==> config.mk <==
export PLATFORM = sky130hd
export DESIGN_NAME = pmc_capture
export DESIGN_NICKNAME = d
export VERILOG_FILES = /design/src/hdl/pmc_pkg.sv /design/src/hdl/pmc_stream_if.sv /design/src/hdl/pmc_capture.sv /design/src/hdl/pmc_cic.sv
export SDC_FILE = /design/constraint.sdc
export NUM_CORES = 2
export LEC_CHECK = 0
export ABC_AREA = 1
export BUFFER_PORTS_ARGS = -buffer_cell sky130_fd_sc_hd__clkbuf_2
export CAP_MARGIN = 20
export CORE_MARGIN = 2
export CORE_UTILIZATION = 70
export CTS_CLUSTER_SIZE = 20
export DETAILED_ROUTE_END_ITERATION = 12
export PLACE_DENSITY = 0.86
export SETUP_SLACK_MARGIN = 0.3
export SLEW_MARGIN = 20
export SYNTH_ARGS = -nofsm -noshare
export SYNTH_HDL_FRONTEND = slang
export SYNTH_SLANG_ARGS = --single-unit
==> constraint.sdc <==
create_clock -name CLK_SYS -period 18.9 [get_ports CLK_SYS]
set_clock_uncertainty 0.15 [all_clocks]
set_input_delay 3.78 -clock CLK_SYS [delete_from_list [all_inputs] [get_ports CLK_SYS]]
set_output_delay 3.78 -clock CLK_SYS [all_outputs]
set_load 0.005 [all_outputs]
==> src/hdl/pmc_pkg.sv <==
// Shared constants and types for the pulse-density microphone capture block.
package pmc_pkg;

    localparam int SYS_CLK_HZ     = 20_000_000;
    localparam int MIC_RATE_LO_HZ = 1_024_000;
    localparam int MIC_RATE_HI_HZ = 3_072_000;
    localparam int NCO_W          = 24;
    localparam int NUM_MICS       = 4;
    localparam int NUM_VOICE      = 3;
    localparam int SYNC_STAGES    = 3;
    localparam int SAMPLE_W       = 16;
    localparam int CIC_DECIM_LOG2 = 6;
    localparam int CIC_W          = 19;
    localparam int HI_DECIM3      = 3;
    localparam int SUM3_W         = 18;
    localparam int CAPTURE_DELAY  = 3;

    // The divider toggles the microphone clock on each accumulator carry, so the
    // step is scaled for twice the microphone clock rate.
    localparam logic [NCO_W-1:0] NCO_STEP_LO =
        NCO_W'((64'(2 * MIC_RATE_LO_HZ) << NCO_W) / 64'(SYS_CLK_HZ));
    localparam logic [NCO_W-1:0] NCO_STEP_HI =
        NCO_W'((64'(2 * MIC_RATE_HI_HZ) << NCO_W) / 64'(SYS_CLK_HZ));
    localparam logic [NCO_W-1:0] NCO_RESET = 24'h000000;
    localparam logic [15:0] DIV3_MULT = 16'h5556;

    typedef enum logic {
        PMC_RATE_1M024 = 1'b0,
        PMC_RATE_3M072 = 1'b1
    } pmc_rate_t;

    typedef struct packed {
        logic [NCO_W-1:0]                        acc;
        logic                                    mclk;
        logic [SYNC_STAGES-1:0]                  sync_a;
        logic [SYNC_STAGES-1:0]                  sync_b;
        logic                                    filt_a;
        logic                                    filt_b;
        logic [NUM_MICS-1:0]                     bit_stb;
        logic [NUM_MICS-1:0]                     bit_val;
        logic [NUM_MICS-1:0][SUM3_W-1:0]         sum3;
        logic [1:0]                              ph3;
        logic [NUM_VOICE-1:0][SAMPLE_W-1:0]      voice_data;
        logic [NUM_VOICE-1:0]                    voice_act;
        logic                                    voice_stb;
        logic [NUM_MICS-1:0][SAMPLE_W-1:0]       route_data;
        logic [NUM_MICS-1:0]                     route_mask;
        logic                                    route_stb;
        logic                                    rate_hi;
        logic [CAPTURE_DELAY-1:0]                rise_dly;
        logic [CAPTURE_DELAY-1:0]                fall_dly;
    } pmc_state_t;

endpackage : pmc_pkg

==> src/hdl/pmc_stream_if.sv <==
// Bit stream in, decimated words out, between the capture core and one filter.
`timescale 1ns/1ps
interface pmc_stream_if;
    logic                           in_stb;
    logic                           in_bit;
    logic                           out_stb;
    logic [pmc_pkg::SAMPLE_W-1:0]   out_word;

    modport src (output in_stb, output in_bit, input out_stb, input out_word);
    modport cic (input in_stb, input in_bit, output out_stb, output out_word);
endinterface : pmc_stream_if

==> src/hdl/pmc_capture.sv <==
// Microphone clock generation, dual-edge capture of two data pins and channel routing.
`timescale 1ns/1ps
module pmc_capture (
    input  wire logic                                       CLK_SYS,       // 20 MHz system clock.
    input  wire logic                                       RST,           // Synchronous reset, active high.
    input  wire logic                                       TDM_PRESENT,   // Primary port supplies a rate.
    input  wire logic                                       TDM_RATE_48K,  // Primary port at 48 kHz, else 16 kHz.
    input  wire logic                                       CLASSIFY_MODE, // Sound classification mode.
    input  wire logic [pmc_pkg::NUM_MICS-1:0]               MIC_ENABLE,    // Per-microphone enable.
    input  wire logic [pmc_pkg::NUM_MICS-1:0]               MIC_EDGE_FALL, // Capture edge, 1 selects falling.
    input  wire logic [1:0]                                 VOICE_COUNT,   // Voice inputs in use, 0 to 3.
    input  wire logic [pmc_pkg::NUM_VOICE-1:0][1:0]         VOICE_SEL,     // Microphone for each voice input.
    input  wire logic                                       MIC_DATA_IN_A, // Data pin for microphones 0 and 1.
    input  wire logic                                       MIC_DATA_IN_B, // Data pin for microphones 2 and 3.
    output logic                                            MIC_CLOCK_OUT, // Microphone clock output.
    output logic                                            RATE_HI,       // Clock currently at 3.072 MHz.
    output logic [pmc_pkg::NUM_VOICE-1:0][pmc_pkg::SAMPLE_W-1:0] VOICE_DATA, // 16 kHz voice words.
    output logic [pmc_pkg::NUM_VOICE-1:0]                   VOICE_ACTIVE,  // Voice inputs carrying audio.
    output logic                                            VOICE_VALID,   // One-cycle pulse, new voice words.
    output logic [pmc_pkg::NUM_MICS-1:0][pmc_pkg::SAMPLE_W-1:0] ROUTE_DATA, // Words for the serial bus.
    output logic [pmc_pkg::NUM_MICS-1:0]                    ROUTE_MASK,    // Channels free for the serial bus.
    output logic                                            ROUTE_VALID    // One-cycle pulse, new route words.
);

    pmc_pkg::pmc_state_t st_reg;
    pmc_pkg::pmc_state_t st_next;

    logic [pmc_pkg::NUM_MICS-1:0][pmc_pkg::SAMPLE_W-1:0] mic_word;
    logic [pmc_pkg::NUM_MICS-1:0]                        mic_stb;

    function automatic logic [pmc_pkg::NUM_MICS-1:0] pmc_onehot(input logic [1:0] sel);
        pmc_onehot = '0;
        pmc_onehot[sel] = 1'b1;
    endfunction : pmc_onehot

    // A level is taken only once the last two synchroniser stages agree, so a sample caught
    // mid-transition never reaches a filter.
    function automatic logic pmc_agree(input logic [pmc_pkg::SYNC_STAGES-1:0] sync, input logic held);
        pmc_agree = (sync[1] == sync[2]) ? sync[2] : held;
    endfunction : pmc_agree

    // The multiplier sits a hair above one third, so a full-scale negative sum lands one step
    // below the word range and must be clamped rather than wrapped.
    function automatic logic [pmc_pkg::SAMPLE_W-1:0] pmc_sat_word(input logic signed [17:0] q);
        if (q > 18'sh07fff) begin
            pmc_sat_word = 16'h7fff;
        end else if (q < -18'sh08000) begin
            pmc_sat_word = 16'h8000;
        end else begin
            pmc_sat_word = q[15:0];
        end
    endfunction : pmc_sat_word

    genvar g;
    generate
        for (g = 0; g < pmc_pkg::NUM_MICS; g++) begin : g_mic
            pmc_stream_if strm ();
            assign strm.in_stb  = st_reg.bit_stb[g];
            assign strm.in_bit  = st_reg.bit_val[g];
            assign mic_word[g]  = strm.out_word;
            assign mic_stb[g]   = strm.out_stb;
            pmc_cic u_cic (
                .clk  (CLK_SYS),
                .rst  (RST),
                .strm (strm)
            );
        end
    endgenerate

    always_comb begin
        pmc_pkg::pmc_rate_t            rate;
        logic [pmc_pkg::NCO_W:0]       sum;
        logic                          rise;
        logic                          fall;
        logic                          pin;
        logic [pmc_pkg::NUM_MICS-1:0]  used;
        logic [pmc_pkg::NUM_MICS-1:0][pmc_pkg::SAMPLE_W-1:0] word;
        logic [33:0]                   prod;
        logic                          rise_late;
        logic                          fall_late;
        rate = pmc_pkg::PMC_RATE_1M024;
        sum = '0;
        rise = 1'b0;
        fall = 1'b0;
        pin = 1'b0;
        used = '0;
        word = '0;
        prod = '0;
        rise_late = 1'b0;
        fall_late = 1'b0;
        st_next = st_reg;
        st_next.voice_stb = 1'b0;
        st_next.route_stb = 1'b0;

        if (CLASSIFY_MODE) begin
            rate = pmc_pkg::PMC_RATE_1M024;
        end else if (!TDM_PRESENT) begin
            rate = pmc_pkg::PMC_RATE_3M072;
        end else if (TDM_RATE_48K) begin
            rate = pmc_pkg::PMC_RATE_3M072;
        end else begin
            rate = pmc_pkg::PMC_RATE_1M024;
        end
        st_next.rate_hi = (rate == pmc_pkg::PMC_RATE_3M072);

        // A fractional divider keeps the average rate exact; each half period jitters by one cycle.
        sum = {1'b0, st_reg.acc} + {1'b0, st_reg.rate_hi ? pmc_pkg::NCO_STEP_HI : pmc_pkg::NCO_STEP_LO};
        st_next.acc = sum[pmc_pkg::NCO_W-1:0];
        if (sum[pmc_pkg::NCO_W]) begin
            st_next.mclk = ~st_reg.mclk;
        end
        rise = sum[pmc_pkg::NCO_W] & ~st_reg.mclk;
        fall = sum[pmc_pkg::NCO_W] & st_reg.mclk;
        // The pin path is four cycles deep, longer than a fast half period, so each edge is acted
        // on three cycles late; the filtered pin then still shows the half that ended on that edge.
        st_next.rise_dly = {st_reg.rise_dly[pmc_pkg::CAPTURE_DELAY-2:0], rise};
        st_next.fall_dly = {st_reg.fall_dly[pmc_pkg::CAPTURE_DELAY-2:0], fall};
        rise_late = st_reg.rise_dly[pmc_pkg::CAPTURE_DELAY-1];
        fall_late = st_reg.fall_dly[pmc_pkg::CAPTURE_DELAY-1];

        st_next.sync_a = {st_reg.sync_a[1:0], MIC_DATA_IN_A};
        st_next.sync_b = {st_reg.sync_b[1:0], MIC_DATA_IN_B};
        st_next.filt_a = pmc_agree(st_reg.sync_a, st_reg.filt_a);
        st_next.filt_b = pmc_agree(st_reg.sync_b, st_reg.filt_b);

        // Disabled microphones still clock zeros into their filters, so all filters keep the
        // frame timing and the output strobes never depend on which microphones are enabled.
        for (int m = 0; m < pmc_pkg::NUM_MICS; m++) begin
            pin = (m < 2) ? st_reg.filt_a : st_reg.filt_b;
            st_next.bit_stb[m] = MIC_EDGE_FALL[m] ? fall_late : rise_late;
            st_next.bit_val[m] = MIC_ENABLE[m] & pin;
            word[m] = MIC_ENABLE[m] ? mic_word[m] : '0;
        end

        for (int v = 0; v < pmc_pkg::NUM_VOICE; v++) begin
            if (CLASSIFY_MODE) begin
                st_next.voice_act[v] = (v == 0);
            end else begin
                st_next.voice_act[v] = (v < int'(VOICE_COUNT));
            end
            if (st_next.voice_act[v]) begin
                used = used | pmc_onehot(VOICE_SEL[v]);
            end
        end
        st_next.route_mask = MIC_ENABLE & ~used;

        if (mic_stb[0]) begin
            // Routed words leave at the filter rate: 48 kHz at the fast clock, else 16 kHz.
            st_next.route_data = word;
            st_next.route_stb = 1'b1;
            if (!st_reg.rate_hi) begin
                st_next.ph3 = 2'h0;
                for (int v = 0; v < pmc_pkg::NUM_VOICE; v++) begin
                    st_next.voice_data[v] = st_reg.voice_act[v] ? word[VOICE_SEL[v]] : '0;
                end
                st_next.voice_stb = 1'b1;
            end else begin
                // Averaging three words is a cheap extra low-pass ahead of the 3:1 drop.
                for (int m = 0; m < pmc_pkg::NUM_MICS; m++) begin
                    if (st_reg.ph3 == 2'h0) begin
                        st_next.sum3[m] = pmc_pkg::SUM3_W'($signed(word[m]));
                    end else begin
                        st_next.sum3[m] = st_reg.sum3[m] + pmc_pkg::SUM3_W'($signed(word[m]));
                    end
                end
                if (st_reg.ph3 == 2'(pmc_pkg::HI_DECIM3 - 1)) begin
                    st_next.ph3 = 2'h0;
                    for (int v = 0; v < pmc_pkg::NUM_VOICE; v++) begin
                        prod = 34'($signed(st_next.sum3[VOICE_SEL[v]]) * $signed({1'b0, pmc_pkg::DIV3_MULT}));
                        st_next.voice_data[v] = st_reg.voice_act[v] ? pmc_sat_word(prod[33:16]) : '0;
                    end
                    st_next.voice_stb = 1'b1;
                end else begin
                    st_next.ph3 = st_reg.ph3 + 2'h1;
                end
            end
        end
    end

    always_ff @(posedge CLK_SYS) begin
        if (RST) begin
            st_reg <= '0;
            st_reg.acc <= pmc_pkg::NCO_RESET;
        end else begin
            st_reg <= st_next;
        end
    end

    assign MIC_CLOCK_OUT = st_reg.mclk;
    assign RATE_HI       = st_reg.rate_hi;
    assign VOICE_DATA    = st_reg.voice_data;
    assign VOICE_ACTIVE  = st_reg.voice_act;
    assign VOICE_VALID   = st_reg.voice_stb;
    assign ROUTE_DATA    = st_reg.route_data;
    assign ROUTE_MASK    = st_reg.route_mask;
    assign ROUTE_VALID   = st_reg.route_stb;

endmodule : pmc_capture

==> src/hdl/pmc_cic.sv <==
// Third-order decimating low-pass filter turning one microphone bit stream into words.
`timescale 1ns/1ps
module pmc_cic #(
    parameter int DECIM_LOG2 = pmc_pkg::CIC_DECIM_LOG2,
    parameter int W          = pmc_pkg::CIC_W
) (
    input  wire logic  clk,   // System clock.
    input  wire logic  rst,   // Synchronous reset, active high.
    pmc_stream_if.cic  strm   // Bit stream in, words out.
);

    typedef struct packed {
        logic [2:0][W-1:0]       integ;
        logic [2:0][W-1:0]       dly;
        logic [DECIM_LOG2-1:0]   cnt;
        logic                    stb;
        logic [pmc_pkg::SAMPLE_W-1:0] word;
    } pmc_cic_st_t;

    localparam logic [W-1:0] MID = W'(1) << (W - 2);
    localparam logic signed [W-1:0] POS_MAX = W'(32767);
    localparam logic signed [W-1:0] NEG_MAX = -W'(32768);

    pmc_cic_st_t st_reg;
    pmc_cic_st_t st_next;

    always_comb begin
        logic [W-1:0]        c1;
        logic [W-1:0]        c2;
        logic [W-1:0]        c3;
        logic signed [W-1:0] scaled;
        c1 = '0;
        c2 = '0;
        c3 = '0;
        scaled = '0;
        st_next = st_reg;
        st_next.stb = 1'b0;
        if (strm.in_stb) begin
            st_next.integ[0] = st_reg.integ[0] + W'(strm.in_bit);
            st_next.integ[1] = st_reg.integ[1] + st_reg.integ[0];
            st_next.integ[2] = st_reg.integ[2] + st_reg.integ[1];
            st_next.cnt = st_reg.cnt + 1'b1;
            if (&st_reg.cnt) begin
                c1 = st_reg.integ[2] - st_reg.dly[0];
                c2 = c1 - st_reg.dly[1];
                c3 = c2 - st_reg.dly[2];
                st_next.dly[0] = st_reg.integ[2];
                st_next.dly[1] = c1;
                st_next.dly[2] = c2;
                // Full scale overshoots the positive end by one step, so the word saturates at its ends.
                scaled = $signed(c3 - MID) >>> 2;
                if (scaled > POS_MAX) begin
                    st_next.word = 16'h7fff;
                end else if (scaled < NEG_MAX) begin
                    st_next.word = 16'h8000;
                end else begin
                    st_next.word = scaled[pmc_pkg::SAMPLE_W-1:0];
                end
                st_next.stb = 1'b1;
            end
        end
    end

    always_ff @(posedge clk) begin
        if (rst) begin
            st_reg <= '0;
        end else begin
            st_reg <= st_next;
        end
    end

    assign strm.out_stb  = st_reg.stb;
    assign strm.out_word = st_reg.word;

endmodule : pmc_cic

## Word-level counts from Yosys, hierarchy flattened

Cells that the tools add are included.

| word-level totals | value |
|---|---|
| register bits | 788 |
| bits of input ports | 23 |
| output and inout bits | 123 |
| word-level logic and storage cells | 229 |

| operators by class | value |
|---|---|
| $add $sub $neg | 38 |
| multiply operators | 3 |
| order comparisons | 23 |
| equality and inequality tests | 4 |
| multiplexer cells | 74 |
| bitwise gates (word level) | 13 |
| reductions and logical operators | 14 |

Operators by type and width:

| kind | count |
|---|---|
| $mux 16 | 27 |
| $mux 18 | 15 |
| $sub 19x19->19 | 12 |
| $add 19x19->19 | 8 |
| $bmux 18 s2 | 3 |
| $mul 18x15->33 const B | 3 |
| $bmux 16 s2 | 3 |
| $add 19x1->19 | 4 |
| $sub 19x18->19 const B | 4 |
| $add 18x18->18 | 4 |
| $gt 17x16->1 const B | 4 |
| $lt 17x16->1 const B | 4 |
| $gt 18x16->1 const B | 3 |
| $lt 18x16->1 const B | 3 |
| $mux 50 | 1 |
| $mux 48 | 1 |
| $reduce_and 7->1 | 4 |
| $add 24x23->25 | 1 |
| $add 6x1->6 const B | 4 |
| $mux 23 | 1 |
| $mux 17 | 1 |
| $mux 1 | 15 |
| $mux 4 | 3 |
| $lt 2x3->1 const B | 3 |
| 19 further kinds | 38 |

## Depth between registers and ports, before layout

| logic depth | value |
|---|---|
| depth after elaboration | 14 |
| gate-level depth with buffers | 52 |
| mapped depth without buffers | 50 |

## Cells and area by module

From an unflattened synthesis, not the netlist that was laid out.

| second synthesis, totals | value |
|---|---|
| cell total of the unflattened synthesis | 10475 |
| area total of the unflattened synthesis | 73847.1 um^2 |

Modules (own cells, without submodules):

| module | times used | cells each | area an instance (um^2) | seq. area each (um^2) |
|---|---|---|---|---|
| pmc_capture | 1 | 4937 | 34655.7 | 4844.6 |
| pmc_cic (g_mic[0].u_cic ...) | 3 | 1384 | 9783.1 | 2742.6 |
| pmc_cic (g_mic[3].u_cic) | 1 | 1386 | 9841.9 | 2742.6 |

## Worst setup path after synthesis

No wires, ideal clock.

| path | value |
|---|---|
| kind | input to register |
| start | in MIC_ENABLE[3] (netlist bit) |
| end | reg st_reg, in the netlist VOICE_DATA[22] |
| setup time | 0.138 ns |
| arrival | 11.123 ns |
| data required time | 18.612 ns |
| setup slack | 7.489 ns |
| cell stages on the path | 43 |
| buffers on the path | 3 |
| path through | buf_4 > buf_6 > nand2_1 > inv_1 > ha_1 > inv_1 > nor3_1 > inv_1 > nor2_1 > nand3_1 > nand4_1 > nand3_1 > nand3_1 > nand4_2 > inv_2 > nor2_1 > nor2_1 > fa_1 > [7 not listed] > a21oi_1 > o21ai_0 > o21bai_1 > a21oi_1 > nand2_1 > nand2_1 > nand2_1 > nand2_1 > nand2_1 > nand2_1 > nand2_1 > inv_1 > nand2_2 > buf_6 > nand2_1 > nand2_1 > nand2_1 > a21oi_2 |

| between the ends | value |
|---|---|
| longest elaborated chain between the ends | 14 |
| elaborated cells between the ends (all ways) | 18 |
| classes of those cells | add/sub (1); mul (1); order compare (2); mux (14) |

RTL lines:

| element | RTL line | source |
|---|---|---|
| start, declared | pmc_capture.sv:9 | `input wire logic [pmc_pkg::NUM_MICS-1:0] MIC_ENABLE,` |
| $mux 16 * | pmc_capture.sv:132 | `word[m] = MIC_ENABLE[m] ? mic_word[m] : '0;` |
| $add 18x18->18 | pmc_capture.sv:163 | `st_next.sum3[m] = st_reg.sum3[m] + pmc_pkg::SUM3_W'($signed(word[m]));` |
| $mux 18 | pmc_capture.sv:160 | `if (st_reg.ph3 == 2'h0) begin` |
| $mux 18 | pmc_capture.sv:151 | `if (!st_reg.rate_hi) begin` |
| $mux 18 | pmc_capture.sv:147 | `if (mic_stb[0]) begin` |
| $bmux 18 s2 | pmc_capture.sv:169 | `prod = 34'($signed(st_next.sum3[VOICE_SEL[v]]) * $signed({1'b0, pmc_pkg::DIV3_MULT}));` |
| $mux 18 (implied by the code) | pmc_capture.sv:169 |  |
| $mul 18x15->33 | pmc_capture.sv:169 |  |
| $lt 18x16->1 | pmc_capture.sv:47 | `end else if (q < -18'sh08000) begin` |
| $mux 16 | pmc_capture.sv:47 |  |
| $mux 16 | pmc_capture.sv:45 | `if (q > 18'sh07fff) begin` |
| $mux 16 | pmc_capture.sv:170 | `st_next.voice_data[v] = st_reg.voice_act[v] ? pmc_sat_word(prod[33:16]) : '0;` |
| $mux 48 | pmc_capture.sv:166 | `if (st_reg.ph3 == 2'(pmc_pkg::HI_DECIM3 - 1)) begin` |
| $mux 50 * | pmc_capture.sv:151 |  |
| end signal, assigned | pmc_capture.sv:185 | `st_reg <= st_next;` |
| end, declared | pmc_capture.sv:25 | `pmc_pkg::pmc_state_t st_reg;` |

Every way passes the cells marked *; elsewhere a longest branch is shown, timed or not. The select of a mux whose other input is x is not followed.
A chain may end at the register's enable or synchronous reset.

## Worst setup path in the final report

| path | value |
|---|---|
| start | in MIC_ENABLE[0] (netlist bit) |
| end | reg st_reg, in the netlist VOICE_DATA[26] |

Same word-level chain as after synthesis.

==> impl_metrics.tcl <==
set metrics [dict create \
    outcome "completed" \
    core_area_um2 101700 \
    h-tree-depth 3 \
    yosysSeqAreaShare_pct 21.95 \
    cap_violations 0 \
    grt_pass1_wl_um 366100 \
    path_delay_family "simple AND/OR/NAND/NOR gates" \
    cts_buffers 85 \
    cp.buffers_inverters 6 \
    wl_per_cell_um 20.44 \
    firstDrtPassIters 9 \
    clock_sinks 787 \
    slowest_stage "nand4_2" \
    largest_register_ffs 480 \
    die_area_um2 105100 \
    tightest_slew_ns 1.279 \
    synth.most_common_cell "nand2_1" \
    cts.path.max_buffers 3 \
    wl_um 235300 \
    n_fill_cell 7589 \
    slew_headroom_pct 13.82 \
    synthCells 10150 \
    row_count 117 \
    area_delta_synth_final_pct 5.634 \
    synth_nets 11280 \
    holdBufCountCts 0 \
    avgSynthCellArea_um2 7.071 \
    dr_total_vias 70700 \
    synth_commonest_cells "nand2_1 (1825), inv_1 (1601), a21oi_1 (980), o21ai_0 (832), dfxtp_1 (787)" \
    worstPathArrival_ns 12.98 \
    initial_core_util_pct 70.55 \
    total_power_mw 8.342 \
    worstSetupStartpointType "primary input" \
    rsz0062_at_grt "no" \
    yosys_warnings 0 \
    period_minus_slack_ns 12.53 \
    synth_top_cell_by_area "dfxtp_1" \
    antenna_found_initial 8 \
    final_nets 11200 \
    clockRootBuffer "clkbuf_16" \
    peakVddDrop_v 0.0001278 \
    synth_top_area_share_pct 21.95 \
    synth_flop_cell "dfxtp_1" \
    grt_pass1_vias 68500 \
    period_share_pct 66.31 \
    grt_overflow 0 \
    slew_violations 0 \
    cp-end-kind "flip-flop" \
    required_ns 19.35 \
    final-setup-viol-count 0 \
    routabilityCongestion 1.130 \
    hold_path_class "reg2reg" \
    clk_latency_ns 0.71 \
    yosysUniqueCellTypes 70 \
    final_cells 11510 \
    place_area_um2 72700 \
    cts_tree "yes" \
    crit_path_max_incr_delay_ns 0.75 \
    worst-path-max-fanout 19 \
    synthArstFlopShare_pct 0 \
    final_area_um2 75830 \
    worst-setup-path-type "in2reg" \
    setup_tns_ns 0 \
    die_x_um 324.2 \
    fmax_mhz 79.79 \
    hold_viol 0 \
    die_h_um 324.2 \
    io_pins 146 \
    leakagePower_nw 37.77 \
    hpwl_um 179400 \
    ant_nets 0 \
    layout-drive-gt1-share_pct 5.987 \
    grt_max_degree 152 \
    grt.total_usage_pct 44.06 \
    powerDensity_nw_per_um2 110.0 \
    synth_seq_cells 787 \
    clkTransAtPathRegs_ns 0.06 \
    place.port_buffers 145 \
    synthTopCellsByArea "dfxtp_1 (22%), ha_1 (14%), nand2_1 (9.5%), fa_1 (9.1%), inv_1 (8.4%)" \
    place_inst 11350 \
    critPathMostFrequentCell "nand2_1" \
    drc 0 \
    synth-edff-count 0 \
    first_iter_violations 7500 \
    postCtsResizedCells 0 \
    via_per_inst 6.143 \
    netlist_area_um2 71780 \
    cts_setup_buffers 0 \
]
-- where the power goes --
group          internal [mW]  switching [mW]  total [mW]
clock network           1.06           0.782        1.84
logic                   1.67            3.12        4.78
registers               1.69          0.0295        1.72
total                   4.41            3.93        8.34
-- tightest hold or removal path: cells and delay by family, from the launching register on --
kind	cells	cell delay [ns]
simple gates	1	0.04
flops	1	0.30
buf+inv	1	0.04
-- layout make-up --
| type | count | area [um^2] | area share, % |
|---|---|---|---|
| antenna | 4 | 10.01 | 0.01320 |
| clock buffer | 111 | 2405 | 3.171 |
| clock inverter | 47 | 650.6 | 0.8580 |
| inverter | 1657 | 6228 | 8.214 |
| multi-input combinational | 7331 | 47820 | 63.07 |
| sequential | 787 | 15760 | 20.78 |
| tap | 1368 | 1712 | 2.257 |
| timing repair buffer | 205 | 1239 | 1.634 |
-- worst paths after layout --
kind,cells past startpoint,slack [ns],endpoint,startpoint
min reg2reg,2,0.25,st_next[214]$_SDFF_PP0_,st_next[213]$_SDFF_PP0_
max reg2reg,41,9.55,VOICE_DATA[26]$_SDFFE_PP0P_,g_mic[0].u_cic.strm.out_word[14]$_SDFFE_PP0P_
min,2,0.25,st_next[214]$_SDFF_PP0_,st_next[213]$_SDFF_PP0_
max,42,6.37,VOICE_DATA[26]$_SDFFE_PP0P_,MIC_ENABLE[0]
-- cells by family (layout without fill, tap and decap cells) --
group                      count (synthesis)  after routing  synth area share, %
and+or+nand+nor                         3461           3461                20.89
AOI/OAI and AO/OA                       2381           2381                18.34
buffers and inverters                   2033           2020                11.45
adders and majority gates               1107           1107                22.70
DFF                                      787            787                21.95
xor gates and xnor gates                 382            382                4.661
other                                      0              4                    0
-- per-layer routing --
metal | wire (um) | vias up | GRT usage (%)
li1 | - | 33190 | -
met1 | 92120 | 33050 | 54.19
met2 | 103500 | 3611 | 70.39
met3 | 24270 | 844 | 11.00
met4 | 15340 | 8 | 25.17
met5 | 51 | - | 0
-- layout by cell type, fill, tap and decap left out, types with 13 or more instances in the layout --
cell and count:
or2_2 22, buf_4 57, a21oi_2 14, a21o_1 42
o211ai_1 73, o31ai_1 38, o21ai_0 830, o21ai_1 41
fa_1 326, a21boi_0 25, o22ai_1 134, clkbuf_8 18
dfxtp_1 786, nor3b_1 31, clkbuf_16 85, inv_1 1598
nand2_2 58, xor2_1 251, nand4_1 75, inv_2 50
o2111ai_1 21, ha_1 781, nand3_1 399, o21a_1 18
clkbuf_2 144, nor2_4 13, nor3_1 139, nor2_2 26
a31oi_1 46, nor2_1 760, nand2_1 1824, a211oi_1 15
o21bai_1 32, a21oi_1 980, xnor2_1 131, nand3b_1 25
clkinv_2 16, nor4_1 27
-- stage by stage --
| step | setup slack, ns | util, % | hold slack [ns] |
|---|---|---|---|
| final | 6.367 | 74.53 | 0.2462 |
| after global routing | 5.706 | 74.53 | 0.2491 |
| after CTS | 6.572 | 74.46 | 0.2541 |
| after detailed placement | 5.861 | 71.46 | 0.2462 |
| after global placement | 6.101 | 71.46 | 0.2401 |
| after floorplan | 7.489 | - | 0.2383 |
Note: power is estimated with default switching activity, not from simulation.
